## src/hdl/aiwm_consts.svh

```systemverilog
/*
  Constants of the analog input word mux: word layout, register map,
  reset values. Definitions only; included by aiwm_top, aiwm_fmt and aiwm_apb.
  Assumes the including file has set its own timescale.
*/
`ifndef AIWM_CONSTS_SVH
`define AIWM_CONSTS_SVH

`define AIWM_MAG_MSB   11
`define AIWM_CH_LSB    12
`define AIWM_CH_MSB    13
`define AIWM_BRK_BIT   14
`define AIWM_SIGN_BIT  15
`define AIWM_MAG_MAX   12'hfff

`define AIWM_OFS_CFG   12'h000
`define AIWM_OFS_STAT  12'h004
`define AIWM_OFS_ISTAT 12'h008
`define AIWM_OFS_IMASK 12'h00c

`define AIWM_CFG_RST   12'h001
`define AIWM_EVT_SCAN  0
`define AIWM_EVT_BRK   1

`endif

```

## src/hdl/aiwm_pkg.sv

```systemverilog
/*
  Types of the analog input word mux.
  Assumes nothing of its surroundings.
*/
package aiwm_pkg;
  typedef logic [1:0]  aiwm_ch_t;
  typedef logic [11:0] aiwm_mag_t;

  typedef enum logic [1:0] {
    AIWM_IDLE = 2'b01,
    AIWM_RUN  = 2'b10
  } aiwm_state_e;

  typedef struct packed {
    logic      neg;
    logic      brk;
    aiwm_mag_t mag;
  } aiwm_sample_s;
endpackage

```

## src/hdl/aiwm_reg_if.sv

```systemverilog
/*
  Carrier between the register slave and the word mux core.
  Assumes both ends run on the same pclk.
*/
`timescale 1ns/1ps
interface aiwm_reg_if;
  logic [3:0]  en;
  logic [3:0]  bip;
  logic [3:0]  ma;
  logic [1:0]  evt;
  logic [15:0] word;
  logic [1:0]  ch;
  logic        run;

  modport regs (output en, bip, ma, input evt, word, ch, run);
  modport core (input en, bip, ma, output evt, word, ch, run);
endinterface

```

## src/hdl/aiwm_top.sv

```systemverilog
/*
  Analog input word mux, 16-point mode. Keeps the latest result of
  each of four channels and on every controller scan presents one
  enabled channel, or all zeros when none is enabled, on a 16-bit input word:
    bits 11..0 magnitude, 13..12 channel code, 14 broken loop,
    15 sign.
  Assumes conversion results arrive as one-cycle strobes with their
  channel number, and scan_tick pulses once per controller scan, both
  synchronous to pclk. Registers are reached over APB.
*/
`timescale 1ns/1ps
`include "aiwm_consts.svh"
module aiwm_top
  import aiwm_pkg::*;
(
  input  wire logic        pclk,
  input  wire logic        presetn,
  input  wire logic        psel,
  input  wire logic        penable,
  input  wire logic        pwrite,
  input  wire logic [11:0] paddr,
  input  wire logic [31:0] pwdata,
  output logic      [31:0] prdata,
  output logic             pready,
  output logic             pslverr,
  output logic             irq,
  input  wire logic        conv_valid,
  input  wire logic [1:0]  conv_ch,
  input  wire logic [12:0] conv_code,
  input  wire logic        conv_loop_low,
  input  wire logic        scan_tick,
  output logic      [15:0] in_word
);

  aiwm_reg_if   rif ();

  aiwm_state_e  st_r;
  aiwm_state_e  st_nxt;
  aiwm_ch_t     ch_r;
  aiwm_ch_t     ch_nxt;
  logic [15:0]  word_nxt;
  logic [1:0]   evt_r;
  logic [3:0]   en_q;

  aiwm_mag_t    slot_mag_r [4];
  logic [3:0]   slot_neg_r;
  logic [3:0]   slot_brk_r;
  aiwm_sample_s smp;

  // Register slave with sticky events and the interrupt line
  aiwm_apb u_apb (
    .pclk    (pclk),
    .presetn (presetn),
    .psel    (psel),
    .penable (penable),
    .pwrite  (pwrite),
    .paddr   (paddr),
    .pwdata  (pwdata),
    .prdata  (prdata),
    .pready  (pready),
    .pslverr (pslverr),
    .irq     (irq),
    .rif     (rif)
  );

  // One shared formatter; only one conversion lands per cycle
  aiwm_fmt u_fmt (
    .code     (conv_code),
    .bipolar  (rif.bip[conv_ch]),
    .ma_range (rif.ma[conv_ch]),
    .loop_low (conv_loop_low),
    .smp      (smp)
  );

  // First enabled channel at or after base, in channel order.
  // With one channel enabled it always returns that channel.
  function automatic aiwm_ch_t next_ch(input aiwm_ch_t base,
                                       input logic [3:0] en);
    aiwm_ch_t cand;
    next_ch = base;
    for (int k = 3; k >= 0; k--) begin
      cand = base + 2'(k);
      if (en[cand]) begin
        next_ch = cand;
      end
    end
  endfunction

  // Latest result of every channel; the fault bit follows each new
  // conversion, so it drops as soon as the loop current recovers
  genvar gi;
  generate
    for (gi = 0; gi < 4; gi++) begin : g_slot
      always_ff @(posedge pclk or negedge presetn) begin
        if (!presetn) begin
          slot_mag_r[gi] <= 12'h000;
          slot_neg_r[gi] <= 1'b0;
          slot_brk_r[gi] <= 1'b0;
        end else if (conv_valid && conv_ch == 2'(gi)) begin
          slot_mag_r[gi] <= smp.mag;
          slot_neg_r[gi] <= smp.neg;
          slot_brk_r[gi] <= smp.brk;
        end
      end
    end
  endgenerate

  // Scan sequencer: idle while nothing is enabled, else rotate.
  // From idle the search starts at the current code, otherwise at
  // the code after it, so a lone channel repeats every scan.
  always_comb begin
    st_nxt = st_r;
    ch_nxt = ch_r;
    case (st_r)
      AIWM_IDLE: begin
        if (scan_tick && |rif.en) begin
          st_nxt = AIWM_RUN;
          ch_nxt = next_ch(ch_r, rif.en);
        end
      end
      AIWM_RUN: begin
        if (scan_tick) begin
          if (|rif.en) begin
            ch_nxt = next_ch(ch_r + 2'h1, rif.en);
          end else begin
            st_nxt = AIWM_IDLE;
            ch_nxt = 2'h0;
          end
        end
      end
      default: begin
        st_nxt = AIWM_IDLE;
        ch_nxt = 2'h0;
      end
    endcase
  end

  // Word assembly for the channel chosen for the coming scan
  always_comb begin
    word_nxt = 16'h0000;
    if (st_nxt == AIWM_RUN) begin
      word_nxt[`AIWM_MAG_MSB:0] = slot_mag_r[ch_nxt];
      word_nxt[`AIWM_CH_MSB:`AIWM_CH_LSB] = ch_nxt;
      word_nxt[`AIWM_BRK_BIT] = slot_brk_r[ch_nxt];
      word_nxt[`AIWM_SIGN_BIT] = slot_neg_r[ch_nxt];
    end
  end

  // State and channel code
  always_ff @(posedge pclk or negedge presetn) begin
    if (!presetn) begin
      st_r <= AIWM_IDLE;
      ch_r <= 2'h0;
    end else begin
      st_r <= st_nxt;
      ch_r <= ch_nxt;
    end
  end

  // The word changes only on a scan boundary, so the controller
  // never reads data of one channel under the code of another
  always_ff @(posedge pclk or negedge presetn) begin
    if (!presetn) begin
      in_word <= 16'h0000;
    end else if (scan_tick) begin
      in_word <= word_nxt;
    end
  end

  // Events: a word presented, and a loop that just broke
  always_ff @(posedge pclk or negedge presetn) begin
    if (!presetn) begin
      evt_r <= 2'h0;
    end else begin
      evt_r[`AIWM_EVT_SCAN] <= scan_tick & (st_nxt == AIWM_RUN);
      evt_r[`AIWM_EVT_BRK]  <= conv_valid & smp.brk
                               & ~slot_brk_r[conv_ch];
    end
  end

  // Enable mask seen at the last edge, read only by checks
  always_ff @(posedge pclk or negedge presetn) begin
    if (!presetn) begin
      en_q <= 4'h0;
    end else begin
      en_q <= rif.en;
    end
  end

  assign rif.evt  = evt_r;
  assign rif.word = in_word;
  assign rif.ch   = ch_r;
  assign rif.run  = (st_r == AIWM_RUN);

  // Checks

  a_code_matches_ch: assert property (
    @(posedge pclk) disable iff (!presetn)
    scan_tick |=> in_word[13:12] == ch_r)
    else $error("channel code bits differ from presented channel");

  a_single_ch_hold: assert property (
    @(posedge pclk) disable iff (!presetn)
    scan_tick && st_r == AIWM_RUN && $onehot(rif.en)
      && rif.en[ch_r] |=> ch_r == $past(ch_r))
    else $error("single enabled channel was rotated away");

  a_only_enabled_ch: assert property (
    @(posedge pclk) disable iff (!presetn)
    scan_tick && |rif.en |=> en_q[ch_r] && st_r == AIWM_RUN)
    else $error("disabled channel presented");

  a_data_low_bits: assert property (
    @(posedge pclk) disable iff (!presetn)
    scan_tick && |rif.en && !conv_valid
      |=> in_word[11:0] == slot_mag_r[ch_r])
    else $error("presented data is not the channel result");

  a_sign_follows: assert property (
    @(posedge pclk) disable iff (!presetn)
    scan_tick && |rif.en && !conv_valid
      |=> in_word[15] == slot_neg_r[ch_r])
    else $error("sign bit differs from presented channel");

  a_word_stable: assert property (
    @(posedge pclk) disable iff (!presetn)
    !scan_tick |=> $stable(in_word))
    else $error("input word changed between scans");

  a_unipolar_pos: assert property (
    @(posedge pclk) disable iff (!presetn)
    conv_valid && !rif.bip[conv_ch]
      |=> !slot_neg_r[$past(conv_ch)])
    else $error("unipolar result marked negative");

  a_bipolar_sign: assert property (
    @(posedge pclk) disable iff (!presetn)
    conv_valid && rif.bip[conv_ch] && conv_code[12]
      |=> slot_neg_r[$past(conv_ch)] && slot_mag_r[$past(conv_ch)]
          != 12'h000)
    else $error("negative bipolar result lost its sign");

  a_brk_needs_ma: assert property (
    @(posedge pclk) disable iff (!presetn)
    conv_valid && (!rif.ma[conv_ch] || !conv_loop_low)
      |=> !slot_brk_r[$past(conv_ch)])
    else $error("fault flag set outside 4-20 mA or loop healthy");

  a_brk_self_clear: assert property (
    @(posedge pclk) disable iff (!presetn)
    scan_tick && |rif.en && !conv_valid && !slot_brk_r[ch_nxt]
      |=> !in_word[14])
    else $error("fault flag stayed after loop recovered");

  a_idle_word_zero: assert property (
    @(posedge pclk) disable iff (!presetn)
    scan_tick && rif.en == 4'h0 |=> in_word == 16'h0000
      && st_r == AIWM_IDLE)
    else $error("word not cleared with no channel enabled");

  a_rotate_next: assert property (
    @(posedge pclk) disable iff (!presetn)
    scan_tick && st_r == AIWM_RUN && $countones(rif.en) > 1
      && rif.en[ch_r] |=> ch_r != $past(ch_r))
    else $error("channel not rotated with several enabled");

  a_scan_event: assert property (
    @(posedge pclk) disable iff (!presetn)
    scan_tick && |rif.en |=> evt_r[`AIWM_EVT_SCAN])
    else $error("presented word raised no event");

  a_idle_no_event: assert property (
    @(posedge pclk) disable iff (!presetn)
    scan_tick && rif.en == 4'h0 |=> !evt_r[`AIWM_EVT_SCAN])
    else $error("event raised with no channel enabled");

  a_lone_ch_code: assert property (
    @(posedge pclk) disable iff (!presetn)
    scan_tick && rif.en == 4'h8 |=> in_word[13:12] == 2'h3)
    else $error("lone fourth channel not presented");

  a_ch2_low_bit: assert property (
    @(posedge pclk) disable iff (!presetn)
    scan_tick && st_r == AIWM_RUN && rif.en == 4'hf && ch_r == 2'h0
      |=> in_word[12] && !in_word[13])
    else $error("second channel code is not 01");

  a_uni_neg_zero: assert property (
    @(posedge pclk) disable iff (!presetn)
    conv_valid && !rif.bip[conv_ch] && conv_code[12]
      |=> slot_mag_r[$past(conv_ch)] == 12'h000)
    else $error("negative unipolar result not clamped to zero");

  a_bip_full_scale: assert property (
    @(posedge pclk) disable iff (!presetn)
    conv_valid && rif.bip[conv_ch] && conv_code == 13'h1000
      |=> slot_mag_r[$past(conv_ch)] == `AIWM_MAG_MAX)
    else $error("most negative bipolar code not at full scale");

  a_brk_sets: assert property (
    @(posedge pclk) disable iff (!presetn)
    conv_valid && rif.ma[conv_ch] && conv_loop_low
      |=> slot_brk_r[$past(conv_ch)])
    else $error("low loop current not flagged");

  a_brk_event: assert property (
    @(posedge pclk) disable iff (!presetn)
    conv_valid && rif.ma[conv_ch] && conv_loop_low
      && !slot_brk_r[conv_ch] |=> evt_r[`AIWM_EVT_BRK])
    else $error("newly broken loop raised no event");

endmodule

```

## src/hdl/aiwm_fmt.sv

```systemverilog
/*
  Turns one signed conversion code into magnitude, sign and fault.
  Assumes the converter delivers a 13-bit two's complement code.
*/
`timescale 1ns/1ps
`include "aiwm_consts.svh"
module aiwm_fmt
  import aiwm_pkg::*;
(
  input  wire logic [12:0]  code,
  input  wire logic         bipolar,
  input  wire logic         ma_range,
  input  wire logic         loop_low,
  output aiwm_sample_s      smp
);
  logic [12:0] absv;

  // Negative unipolar codes clamp to zero; bipolar -4096 clamps to full scale
  always_comb begin
    absv = code[12] ? 13'(-code) : code;
    smp.neg = 1'b0;
    smp.brk = ma_range & loop_low;
    if (!bipolar) begin
      smp.mag = code[12] ? 12'h000 : code[11:0];
    end else begin
      smp.neg = code[12];
      smp.mag = absv[12] ? `AIWM_MAG_MAX : absv[11:0];
    end
  end
endmodule

```

## src/hdl/aiwm_apb.sv

```systemverilog
/*
  APB slave: configuration, status, sticky interrupt bits and mask.
  Assumes an APB master; answers in the access cycle, no wait states.
*/
`timescale 1ns/1ps
`include "aiwm_consts.svh"
module aiwm_apb
  import aiwm_pkg::*;
(
  input  wire logic        pclk,
  input  wire logic        presetn,
  input  wire logic        psel,
  input  wire logic        penable,
  input  wire logic        pwrite,
  input  wire logic [11:0] paddr,
  input  wire logic [31:0] pwdata,
  output logic      [31:0] prdata,
  output logic             pready,
  output logic             pslverr,
  output logic             irq,
  aiwm_reg_if.regs         rif
);
  logic [11:0] cfg_r;
  logic [1:0]  istat_r;
  logic [1:0]  imask_r;
  logic [1:0]  clr;
  logic [2:0]  rd_dec;
  logic [2:0]  wr_dec;
  logic        setup;
  logic        wr_acc;

  // Valid flag and register index of an address
  function automatic logic [2:0] dec(input logic [11:0] a);
    if (a == `AIWM_OFS_CFG) dec = 3'h4;
    else if (a == `AIWM_OFS_STAT) dec = 3'h5;
    else if (a == `AIWM_OFS_ISTAT) dec = 3'h6;
    else if (a == `AIWM_OFS_IMASK) dec = 3'h7;
    else dec = 3'h0;
  endfunction

  assign setup  = psel & ~penable;
  assign wr_acc = psel & penable & pready & pwrite & ~pslverr;
  assign rd_dec = dec(paddr);
  assign wr_dec = dec(paddr);
  assign clr = (wr_acc && wr_dec == 3'h6) ? pwdata[1:0] : 2'h0;

  assign rif.en  = cfg_r[3:0];
  assign rif.bip = cfg_r[7:4];
  assign rif.ma  = cfg_r[11:8];

  // Answer prepared at setup, so every bus output is a flop
  always_ff @(posedge pclk or negedge presetn) begin
    if (!presetn) begin
      pready  <= 1'b0;
      pslverr <= 1'b0;
      prdata  <= 32'h0000_0000;
    end else begin
      pready  <= setup;
      pslverr <= setup & ~rd_dec[2]; // Stands only alongside pready
      if (setup) begin
        case (rd_dec)
          3'h4:    prdata <= {20'h00000, cfg_r};
          3'h5:    prdata <= {13'h0, rif.run, rif.ch, rif.word};
          3'h6:    prdata <= {30'h0, istat_r};
          3'h7:    prdata <= {30'h0, imask_r};
          default: prdata <= 32'h0000_0000;
        endcase
      end
    end
  end

  // Configuration and mask writes
  always_ff @(posedge pclk or negedge presetn) begin
    if (!presetn) begin
      cfg_r   <= `AIWM_CFG_RST;
      imask_r <= 2'h0;
    end else if (wr_acc) begin
      if (wr_dec == 3'h4) cfg_r <= pwdata[11:0];
      else if (wr_dec == 3'h7) imask_r <= pwdata[1:0];
    end
  end

  // Sticky events, write one to clear; a new event beats the clear
  always_ff @(posedge pclk or negedge presetn) begin
    if (!presetn) begin
      istat_r <= 2'h0;
      irq     <= 1'b0;
    end else begin
      istat_r <= (istat_r & ~clr) | rif.evt;
      irq     <= |(istat_r & imask_r);
    end
  end
endmodule

```

## config.mk

```make
export PLATFORM = sky130hd
export DESIGN_NAME = aiwm_top
export DESIGN_NICKNAME = d
export VERILOG_FILES = /design/src/hdl/aiwm_pkg.sv /design/src/hdl/aiwm_reg_if.sv /design/src/hdl/aiwm_top.sv /design/src/hdl/aiwm_fmt.sv /design/src/hdl/aiwm_apb.sv
export VERILOG_INCLUDE_DIRS = /design/src /design/src/hdl
export SDC_FILE = /design/constraint.sdc
export NUM_CORES = 1
export LEC_CHECK = 0
export ABC_CLOCK_PERIOD_IN_PS = 2600
export BUFFER_PORTS_ARGS = -buffer_cell sky130_fd_sc_hd__buf_4
export CAP_MARGIN = 30
export CORE_MARGIN = 2
export CORE_UTILIZATION = 50
export CTS_CLUSTER_DIAMETER = 80
export DETAILED_ROUTE_END_ITERATION = 8
export PLACE_DENSITY = 0.83
export SYNTH_ARGS = -nofsm -noshare
export SYNTH_HDL_FRONTEND = slang
export SYNTH_SLANG_ARGS = --single-unit
export TNS_END_PERCENT = 10
```

## constraint.sdc

```tcl
create_clock -name pclk -period 2.6 [get_ports pclk]
set_input_delay 0.39 -clock pclk [delete_from_list [all_inputs] [get_ports pclk]]
set_output_delay 0.39 -clock pclk [all_outputs]
set_load 0.005 [all_outputs]
```

==> impl_metrics.py, run 1 <==
metrics = {
    "outcome": {
        "status": "completed",
    },
    "layout": {
        "area_growth_pct": 24.1,
        "n_antenna_cell": 0,
        "nets": 774,
        "multi_input_area_um2": 2860,
        "drive_gt1_share_pct": 27.0,
        "fillers": 957,
        "utilization_pct": 63.1,
        "regArea_um2": 2910,
        "fin_cells": 863,
    },
    "synthesis": {
        "syn_inst": 614,
        "ys_seq_elements": 116,
        "synth_edf_count": 0,
        "synth_cell_type_count": 66,
        "yosys.area_share.xor_xnor_pct": 0,
        "yosysWarnings": 0,
        "synth_ff_type": "dfrtp_1",
        "syn_area_per_cell_um2": 9.91,
        "synth_top_family_by_area": "compound AO/OA/AOI/OAI gates",
        "synthMuxAreaShare_pct": 6.60,
        "yosys.area_share.simple_pct": 14.6,
        "yosys.area_share.adder_pct": 0.617,
        "ys_seq_area_share_pct": 47.8,
        "synth-compound-area-share_pct": 23.6,
        "async_flop_share_pct": 100,
        "syn_area_um2": 6080,
    },
    "floorplan": {
        "dieArea_um2": 13100,
        "die_w_um": 114,
        "start_util_pct": 50.9,
        "core_um2": 12000,
        "num_rows": 40,
        "dieHeight_um": 114,
        "pin_count": 118,
    },
    "clock_network": {
        "numCtsBuffers": 17,
        "clock_sinks": 116,
        "cts_tree": "built",
        "clk_pin_slew_ns": 0.05,
        "cts_buffer_depth": 2,
        "postCtsSetupRepairBufs": 0,
        "clock_latency_ns": 0.41,
        "htreeDepth": 4,
        "cts-root-buf": "clkbuf_16",
    },
    "setup_path": {
        "rr_startpoint": "ch_r[1]",
        "startpoint": "ch_r[1]",
        "crit_path_end_kind": "flop",
        "slowest_delay_ns": 0.50,
        "worstPathCellList": "buf_4 > o21ba_2 > a221oi_1 > o311a_1 > buf_4 > nor3_1 > o2bb2ai_1 > o32ai_2",
        "slowest_stage": "dfrtp_1",
        "critical_path_arrival_ns": 2.78,
        "crit_required_ns": 2.90,
        "critPathLaunchType": "flop",
        "crit_fanout": 14,
        "crit_path_frequent_cell": "buf_4",
        "path_class": "reg2reg",
    },
    "drt": {
        "postRouteAntennaNets": 0,
        "vias": 5434,
        "wl_um": 16700,
        "drtIter0Drc": 501,
        "drcViolationCount": 0,
        "wl_per_cell_um": 19.3,
        "first_pass_iters": 5,
        "routed_via_density": 6.30,
    },
    "placement": {
        "gp_congestion": 0.921,
        "place_inst": 832,
        "dp_hpwl_um": 11600,
        "numPortBuffers": 84,
    },
    "sta": {
        "finalSetupViolCount": 0,
        "clock_skew_ns": 0.00582,
        "layout_min_cycle_time_ns": 2.48,
        "rsz0062_at_grt": "false",
        "hold_violations": 0,
        "min_period_over_period_pct": 95.5,
        "setup_tns_ns": 0,
        "tightest_slew_ns": 0.673,
        "maxSlewHeadroom_pct": 55.1,
        "drv_slew": 0,
        "max_freq_mhz": 403,
    },
    "global_routing": {
        "track_usage_pct": 26.2,
        "grt_pass1_wl_um": 26500,
        "grt_pass1_vias": 5272,
        "grt_max_degree": 53,
        "grt_overflow": 0,
        "antenna_found_initial": 0,
    },
    "power_and_ir_drop": {
        "p_leak_nw": 3.42,
        "p_per_area_nw_per_um2": 839,
        "peakVddDrop_v": 0.000498,
    },
    "run": {
        "max_cap_violations": 0,
    },
    "worst_hold_path": {
        "hold_path_class": "in2async",
    },
}
cell usage in the layout (no fill, tap or decap), drive strengths merged, types with 3 or more instances in the layout:
master   synthesis  final
buf             30    118
dfrtp          114    114
nand2           82     82
o21ai           82     82
inv             29     29
a21oi           22     22
clkbuf          29     21
nor3            18     18
o41ai           17     17
and4            15     15
a221oi          15     15
mux2            15     15
o2bb2ai         14     14
nor2            14     14
o32ai           14     14
conb             1     13
mux2i           12     12
a22o            10     10
nand2b           7      7
nand3            6      6
or3              6      6
nand3b           6      6
nand4            6      6
clkinv           0      6
mux4             5      5
a31oi            4      4
o22ai            3      3
ha               3      3
bufinv           0      3
nor4             3      3
nor3b            3      3
state kept, by name (all words and copies together) (netlist names):
signal	cells
u_apb.istat_r	2
u_apb.pready	1
slot_mag_r	48
slot_neg_r	4
u_apb.prdata	19
u_apb.irq	1
u_apb.imask_r	2
evt_r	2
u_apb.cfg_r	12
ch_r	2
u_apb.pslverr	1
st_r	2
slot_brk_r	4
in_word	16
cells by family (layout without fill, tap and decap cells):
| group | count (synthesis) | in the layout |
|---|---|---|
| mux | 32 | 32 |
| simple gates | 174 | 174 |
| compound gates | 200 | 200 |
| fa+ha+maj | 3 | 3 |
| buf+inv | 88 | 178 |
| other cells | 1 | 13 |
| flops | 116 | 116 |
worst paths after layout:
| kind | end | slack (ns) | depth (start not counted) |
|---|---|---|---|
| setup reg to reg | in_word[6] | 0.12 | 8 |
| setup / recovery | in_word[6] | 0.12 | 8 |
| hold reg to reg | u_apb.istat_r[0] | 0.45 | 1 |
| min in group pclk | u_apb.cfg_r[5] | 0.20 | 2 |
| hold / removal | u_apb.prdata[7] | 0.02 | 1 |
| max in group asynchronous | st_r[0] | 1.83 | 2 |
worst max-delay path: cells and delay by family (launching register included):
family                 cells  cell delay [ns]
AO/OA/AOI/OAI              5             1.33
flip-flops                 1             0.50
buffers and inverters      2             0.47
AND/OR/NAND/NOR            1             0.07
through the flow:
stage	worst slack [ns]	total power, mW	cell area (um^2)	hold WS [ns]
2_1_floorplan	0.270	3.28	6130	0.0944
3_3_place_gp	0.143	3.84	6910	0.412
3_5_place_dp	0.0526	3.93	6910	0.442
4_1_cts	0.0131	6.27	7510	0.0359
5_1_grt	0.00862	6.60	7550	0.0624
6_report	0.116	6.34	7550	0.0153
cell usage after synthesis, drive strengths merged, types with 12 or more instances:
cell type	n	area share, %
dfrtp	114	47
nand2	82	5.1
o21ai	82	6.8
buf	30	3.2
clkbuf	29	1.8
inv	29	1.8
a21oi	22	1.9
nor3	18	1.5
o41ai	17	2.6
a221oi	15	2.2
and4	15	2.2
mux2	15	2.8
nor2	14	0.86
o2bb2ai	14	2.0
o32ai	14	2.8
mux2i	12	2.0
routing by layer:
layer / wire [um] / track usage, %
met1: 6880 / 33.0
met2: 8020 / 42.5
met3: 1300 / 6.35
met4: 465 / 12.7
met5: 0 / 0
final cells by class:
class	instances	share of cell area [%]
clock buffer	21	6.10
timing repair buffer	118	11.9
sequential	116	38.5
multi-input combinational	422	37.9
clock inverter	10	1.74
inverter	29	1.44
tap	147	2.44
what timing repair did:
item                       CTS  global route
hold buffers                 0             0
pin swaps                    0             1
gates cloned                 0             0
setup endpoints to repair    1            13
resized for setup            1             7
power by group:
| part | switching [mW] | internal, mW | total [mW] |
|---|---|---|---|
| Clock | 0.777 | 1.54 | 2.32 |
| Sequential | 0.166 | 1.99 | 2.16 |
| Combinational | 1.16 | 0.699 | 1.86 |
(Power assumes the default switching activity.)
==> run 2: changes to the inputs <==
Settings changed: ABC_CLOCK_PERIOD_IN_PS 2600 to 3130, CTS_BUF_LIST set to sky130_fd_sc_hd__clkbuf_8, CTS_CLUSTER_SIZE set to 12.
Clock period 2.6 ns to 3.13 ns, I/O delays scaled along.
==> run 2 against run 1 <==
Compared with the run above:
- clock power shrank 39%
- sequential share of layout area up 1.8 points
- global-route usage fell by 1.4 points
- sequential power decreased by 17%
- register-to-register slack improved by 0.23 ns
- combinational power fell by 23%
- cell count is 1.4% lower
- non-clock buffer count shrank 13
- total power down 27%
==> impl_metrics.py, run 2 (synthesis gave the netlist of run 1 again) <==
metrics = {
    "floorplan": {
        "num_rows": 40,
        "core_um2": 12000,
        "pin_count": 118,
        "start_util_pct": 50.9,
        "dieHeight_um": 114,
        "die_w_um": 114,
        "dieArea_um2": 13100,
    },
    "setup_path": {
        "reg2reg_to": "in_word[2]",
        "r2r_slack_ns": 0.34,
        "crit_required_ns": 3.46,
        "crit_path_end_kind": "flop",
        "critPathLaunchType": "flop",
        "crit_fanout": 20,
        "reg2regPathDepth": 7,
        "rr_startpoint": "u_apb.cfg_r[1]",
        "critical_path_arrival_ns": 3.12,
        "path_class": "reg2reg",
    },
    "power_and_ir_drop": {
        "p_per_area_nw_per_um2": 644,
        "p_leak_nw": 3.25,
        "peakVddDrop_v": 0.000286,
    },
    "clock_network": {
        "cts_buffer_depth": 2,
        "postCtsSetupRepairBufs": 0,
        "cts_tree": "built",
        "clock_latency_ns": 0.44,
        "cts_hold_buf": 0,
        "cts_resized": 0,
        "cts-root-buf": "clkbuf_8",
        "numCtsBuffers": 17,
        "clock_sinks": 116,
        "clk_pin_slew_ns": 0.07,
        "htreeDepth": 4,
    },
    "sta": {
        "finalSetupViolCount": 0,
        "clock_skew_ns": 0.0104,
        "tightest_slew_ns": 0.979,
        "hold_violations": 0,
        "maxSlewHeadroom_pct": 34.5,
        "setup_tns_ns": 0,
        "min_period_over_period_pct": 89.1,
        "drv_slew": 0,
        "layout_min_cycle_time_ns": 2.79,
        "rsz0062_at_grt": "false",
        "max_freq_mhz": 359,
    },
    "global_routing": {
        "grt_max_degree": 51,
        "grt_pass1_vias": 5117,
        "antenna_found_initial": 0,
        "grt_overflow": 0,
        "track_usage_pct": 24.8,
        "grt_pass1_wl_um": 25400,
    },
    "layout": {
        "largestRegisters": "slot_mag_r (48), u_apb.prdata (19), in_word (16)",
        "final_common_cell": "dfrtp_1",
        "nets": 761,
        "drive_gt1_share_pct": 24.9,
        "n_antenna_cell": 0,
        "largest-register": "slot_mag_r",
        "fin_cells": 851,
        "layout_common_cells": "dfrtp_1, buf_4, nand2_1",
        "area_growth_pct": 18.7,
        "fillers": 943,
        "largest_register_ffs": 48,
    },
    "drt": {
        "postRouteAntennaNets": 0,
        "drcViolationCount": 0,
        "wl_um": 16000,
        "vias": 5390,
        "drtIter0Drc": 667,
        "first_pass_iters": 6,
        "routed_via_density": 6.33,
        "wl_per_cell_um": 18.8,
    },
    "run": {
        "max_cap_violations": 0,
    },
    "placement": {
        "place_inst": 818,
        "numPortBuffers": 84,
        "gp_congestion": 0.926,
        "dp_hpwl_um": 10800,
    },
    "outcome": {
        "status": "completed",
    },
    "worst_hold_path": {
        "hold_path_class": "in2async",
    },
}
[run 2: cell types whose count changed in the layout (fill, tap and decap cells not counted), moves of 2 or more]
cell,before,now
clkbuf_8,2,21
clkbuf_16,17,0
buf_4,117,104
clkinv_2,5,0
clkinvlp_4,1,5
o41ai_1,12,16
o41ai_2,5,1
clkbuf_1,2,0
clkinv_4,1,3
[run 2: routing by layer]
layer / wire length (um) / GRT usage, %
met3: 1320 / 4.66
met4: 304 / 9.19
met1: 6730 / 32.6
met5: 0 / 0
met2: 7630 / 41.2
[run 2: worst max-delay path by stage]
stage | startpoint | end | slack [ns] | cells after the start
after floorplan | st_r[0] | in_word[7] | 0.80 | 9
after global placement | scan_tick | in_word[6] | 0.47 | 8
after detailed placement | scan_tick | in_word[6] | 0.41 | 8
after CTS | u_apb.cfg_r[1] | in_word[0] | 0.44 | 7
after global routing | u_apb.cfg_r[1] | in_word[7] | 0.20 | 7
final | u_apb.cfg_r[1] | in_word[2] | 0.34 | 7
[run 2: critical path: stages, from the launching register on]
cell       delay, ns
dfrtp_1         0.55
o41ai_2         0.63
nor2_1          0.17
o2111ai_1       0.31
and4_1          0.31
buf_4           0.26
o41ai_1         0.12
o32ai_1         0.31
[run 2: area by class of cell]
type | count | area [um^2] | area share (%)
multi-input cells | 422 | 2810 | 38.9
repair buffers | 105 | 796 | 11.0
flip-flops and latches | 116 | 2910 | 40.2
clock buffers | 21 | 289 | 4.00
well taps | 147 | 184 | 2.55
inverters | 29 | 109 | 1.51
clock inverters | 11 | 128 | 1.77
[run 2: stage by stage]
step	worst slack (ns)	hold WS [ns]	util [%]	power [mW]	area, um^2
after global routing	0.197	0.0881	60.4	4.86	7220
after global placement	0.469	0.415	56.8	3.15	6790
final	0.342	0.0413	60.4	4.65	7220
after detailed placement	0.409	0.440	56.8	3.22	6790
after floorplan	0.800	0.174	-	2.73	6130
after CTS	0.438	0.0596	60.2	4.64	7210
[run 2: report_power, final]
part           total [mW]  internal, mW  switching (mW)
Combinational        1.44         0.541           0.897
Clock                1.42         0.792           0.628
Sequential           1.79          1.65           0.143
==> run 3: changes to the inputs <==
Settings changed: CORE_UTILIZATION 50 to 35, PLACE_DENSITY 0.83 to 0.65.
==> run 3 against run 2 <==
Compared with the run above:
- first-iteration DRC count down 50%
- die area up 41%
- sequential share of layout area down 0.29 points
- register-to-register slack better by 0.14 ns
- flip-flop and latch count unchanged
- via count down 5.8%
- largest cell class unchanged
==> impl_metrics.py, run 3 (synthesis gave the netlist of run 1 again) <==
metrics = {
    "sta": {
        "drv_slew": 0,
        "maxSlewHeadroom_pct": 34.8,
        "tightest_slew_ns": 0.975,
        "min_period_over_period_pct": 84.7,
        "finalSetupViolCount": 0,
        "layout_min_cycle_time_ns": 2.65,
        "hold_violations": 0,
        "max_freq_mhz": 377,
        "rsz0062_at_grt": "false",
        "worst_slack_ns": 0.480,
        "clock_skew_ns": 0.00958,
        "setup_tns_ns": 0,
    },
    "drt": {
        "routed_via_density": 5.44,
        "wl_met1_um": 7750,
        "wl_um": 16300,
        "drtIter0Drc": 336,
        "vias": 5075,
        "first_pass_iters": 5,
        "drcViolationCount": 0,
        "wl_met2_um": 7140,
        "postRouteAntennaNets": 0,
        "wl_met3_um": 1120,
        "top_layer": "met4",
        "wl_per_cell_um": 17.5,
    },
    "power_and_ir_drop": {
        "p_per_area_nw_per_um2": 613,
        "pwr-share-clk_pct": 27.0,
        "power.share.sequential_pct": 40.0,
        "peakVddDrop_v": 0.000370,
        "switchingPower_mw": 1.61,
        "p_int_mw": 2.84,
        "p_leak_nw": 3.28,
        "pwr-share-comb_pct": 33.0,
        "switching_share_pct": 36.2,
    },
    "floorplan": {
        "pin_count": 118,
        "dieArea_um2": 18500,
        "dieHeight_um": 136,
        "die_w_um": 136,
        "start_util_pct": 35.5,
        "core_um2": 17100,
        "num_rows": 48,
    },
    "outcome": {
        "status": "completed",
    },
    "global_routing": {
        "grt_max_degree": 50,
        "grt_overflow": 0,
        "track_usage_pct": 18.8,
        "antenna_found_initial": 0,
        "grt_pass1_vias": 4809,
        "grt_pass1_wl_um": 26600,
    },
    "clock_network": {
        "cts_resized": 0,
        "cts_tree": "built",
        "clock_latency_ns": 0.45,
        "clock_sinks": 116,
        "htreeDepth": 4,
        "cts_buffer_depth": 2,
        "clk_pin_slew_ns": 0.07,
        "cts-root-buf": "clkbuf_8",
        "numCtsBuffers": 17,
        "cts_hold_buf": 0,
        "postCtsSetupRepairBufs": 0,
    },
    "layout": {
        "layout_common_cells": "dfrtp_1, buf_4, nand2_1",
        "largestRegisters": "slot_mag_r (48), u_apb.prdata (19), in_word (16)",
        "final_common_cell": "dfrtp_1",
        "fin_cells": 933,
        "largest_register_ffs": 48,
        "area_growth_pct": 19.6,
        "drive_gt1_share_pct": 24.2,
        "nets": 764,
        "largest-register": "slot_mag_r",
    },
    "placement": {
        "dp_hpwl_um": 11200,
        "place_inst": 900,
        "gp_congestion": 0.898,
        "pre_cts_ws_ns": 0.467,
        "numPortBuffers": 84,
    },
    "run": {
        "max_cap_violations": 0,
    },
    "setup_path": {
        "critPathLaunchType": "flop",
        "crit_required_ns": 3.46,
        "path_class": "reg2reg",
        "critical_path_arrival_ns": 2.98,
        "crit_fanout": 22,
        "crit_path_end_kind": "flop",
    },
    "worst_hold_path": {
        "hold_path_class": "in2async",
    },
}
==> run 3: area by class of cell <==
type / instances / area [um^2]
clock buffer: 19 / 262
tap: 225 / 282
timing repair buffer: 108 / 823
multi-input combinational: 422 / 2810
antenna: 1 / 2.50
fill: 1713 / 9840
clock inverter: 13 / 80.1
sequential: 116 / 2910
inverter: 29 / 109
==> run 3: power by group through the flow <==
stage	sequential [mW]	combinational, mW	clock [mW]
2_1_floorplan	1.76	0.967	0
3_3_place_gp	1.80	1.46	0
3_5_place_dp	1.81	1.47	0
4_1_cts	1.78	1.47	1.23
5_1_grt	1.80	1.63	1.30
6_report	1.78	1.47	1.20
==> run 3: worst paths after layout <==
check / startpoint / to / slack, ns / depth (start not counted)
hold / removal: presetn / u_apb.prdata[8] / 0.01 / 1
hold reg to reg: evt_r[0] / u_apb.istat_r[0] / 0.43 / 1
setup reg to reg: u_apb.cfg_r[3] / in_word[1] / 0.48 / 7
max in group asynchronous: presetn / st_r[0] / 2.31 / 2
setup / recovery: u_apb.cfg_r[3] / in_word[1] / 0.48 / 7
min in group pclk: pwdata[3] / u_apb.cfg_r[3] / 0.25 / 3
==> run 3: worst max-delay path: stages (launching register included) <==
cell and delay [ns]:
dfrtp_1 0.44, mux4_2 0.54, o211a_1 0.26, a31oi_4 0.33, and4_1 0.27, buf_4 0.29, o41ai_1 0.11, o32ai_1 0.30
==> run 3: stage by stage <==
step	util (%)	power [mW]	hold WS, ns	area (um^2)
after detailed placement	40.5	3.27	0.427	6930
final	42.5	4.46	0.0132	7270
after global routing	42.5	4.73	0.0477	7270
after global placement	40.5	3.26	0.414	6930
after floorplan	-	2.73	0.174	6130
after CTS	42.5	4.48	0.0210	7270
==> run 3: layer usage <==
metal / up-vias / global-route usage (%)
met5: - / 0
met4: 0 / 7.35
met3: 28 / 4.21
met2: 182 / 27.9
met1: 2448 / 26.8
li1: 2417 / -
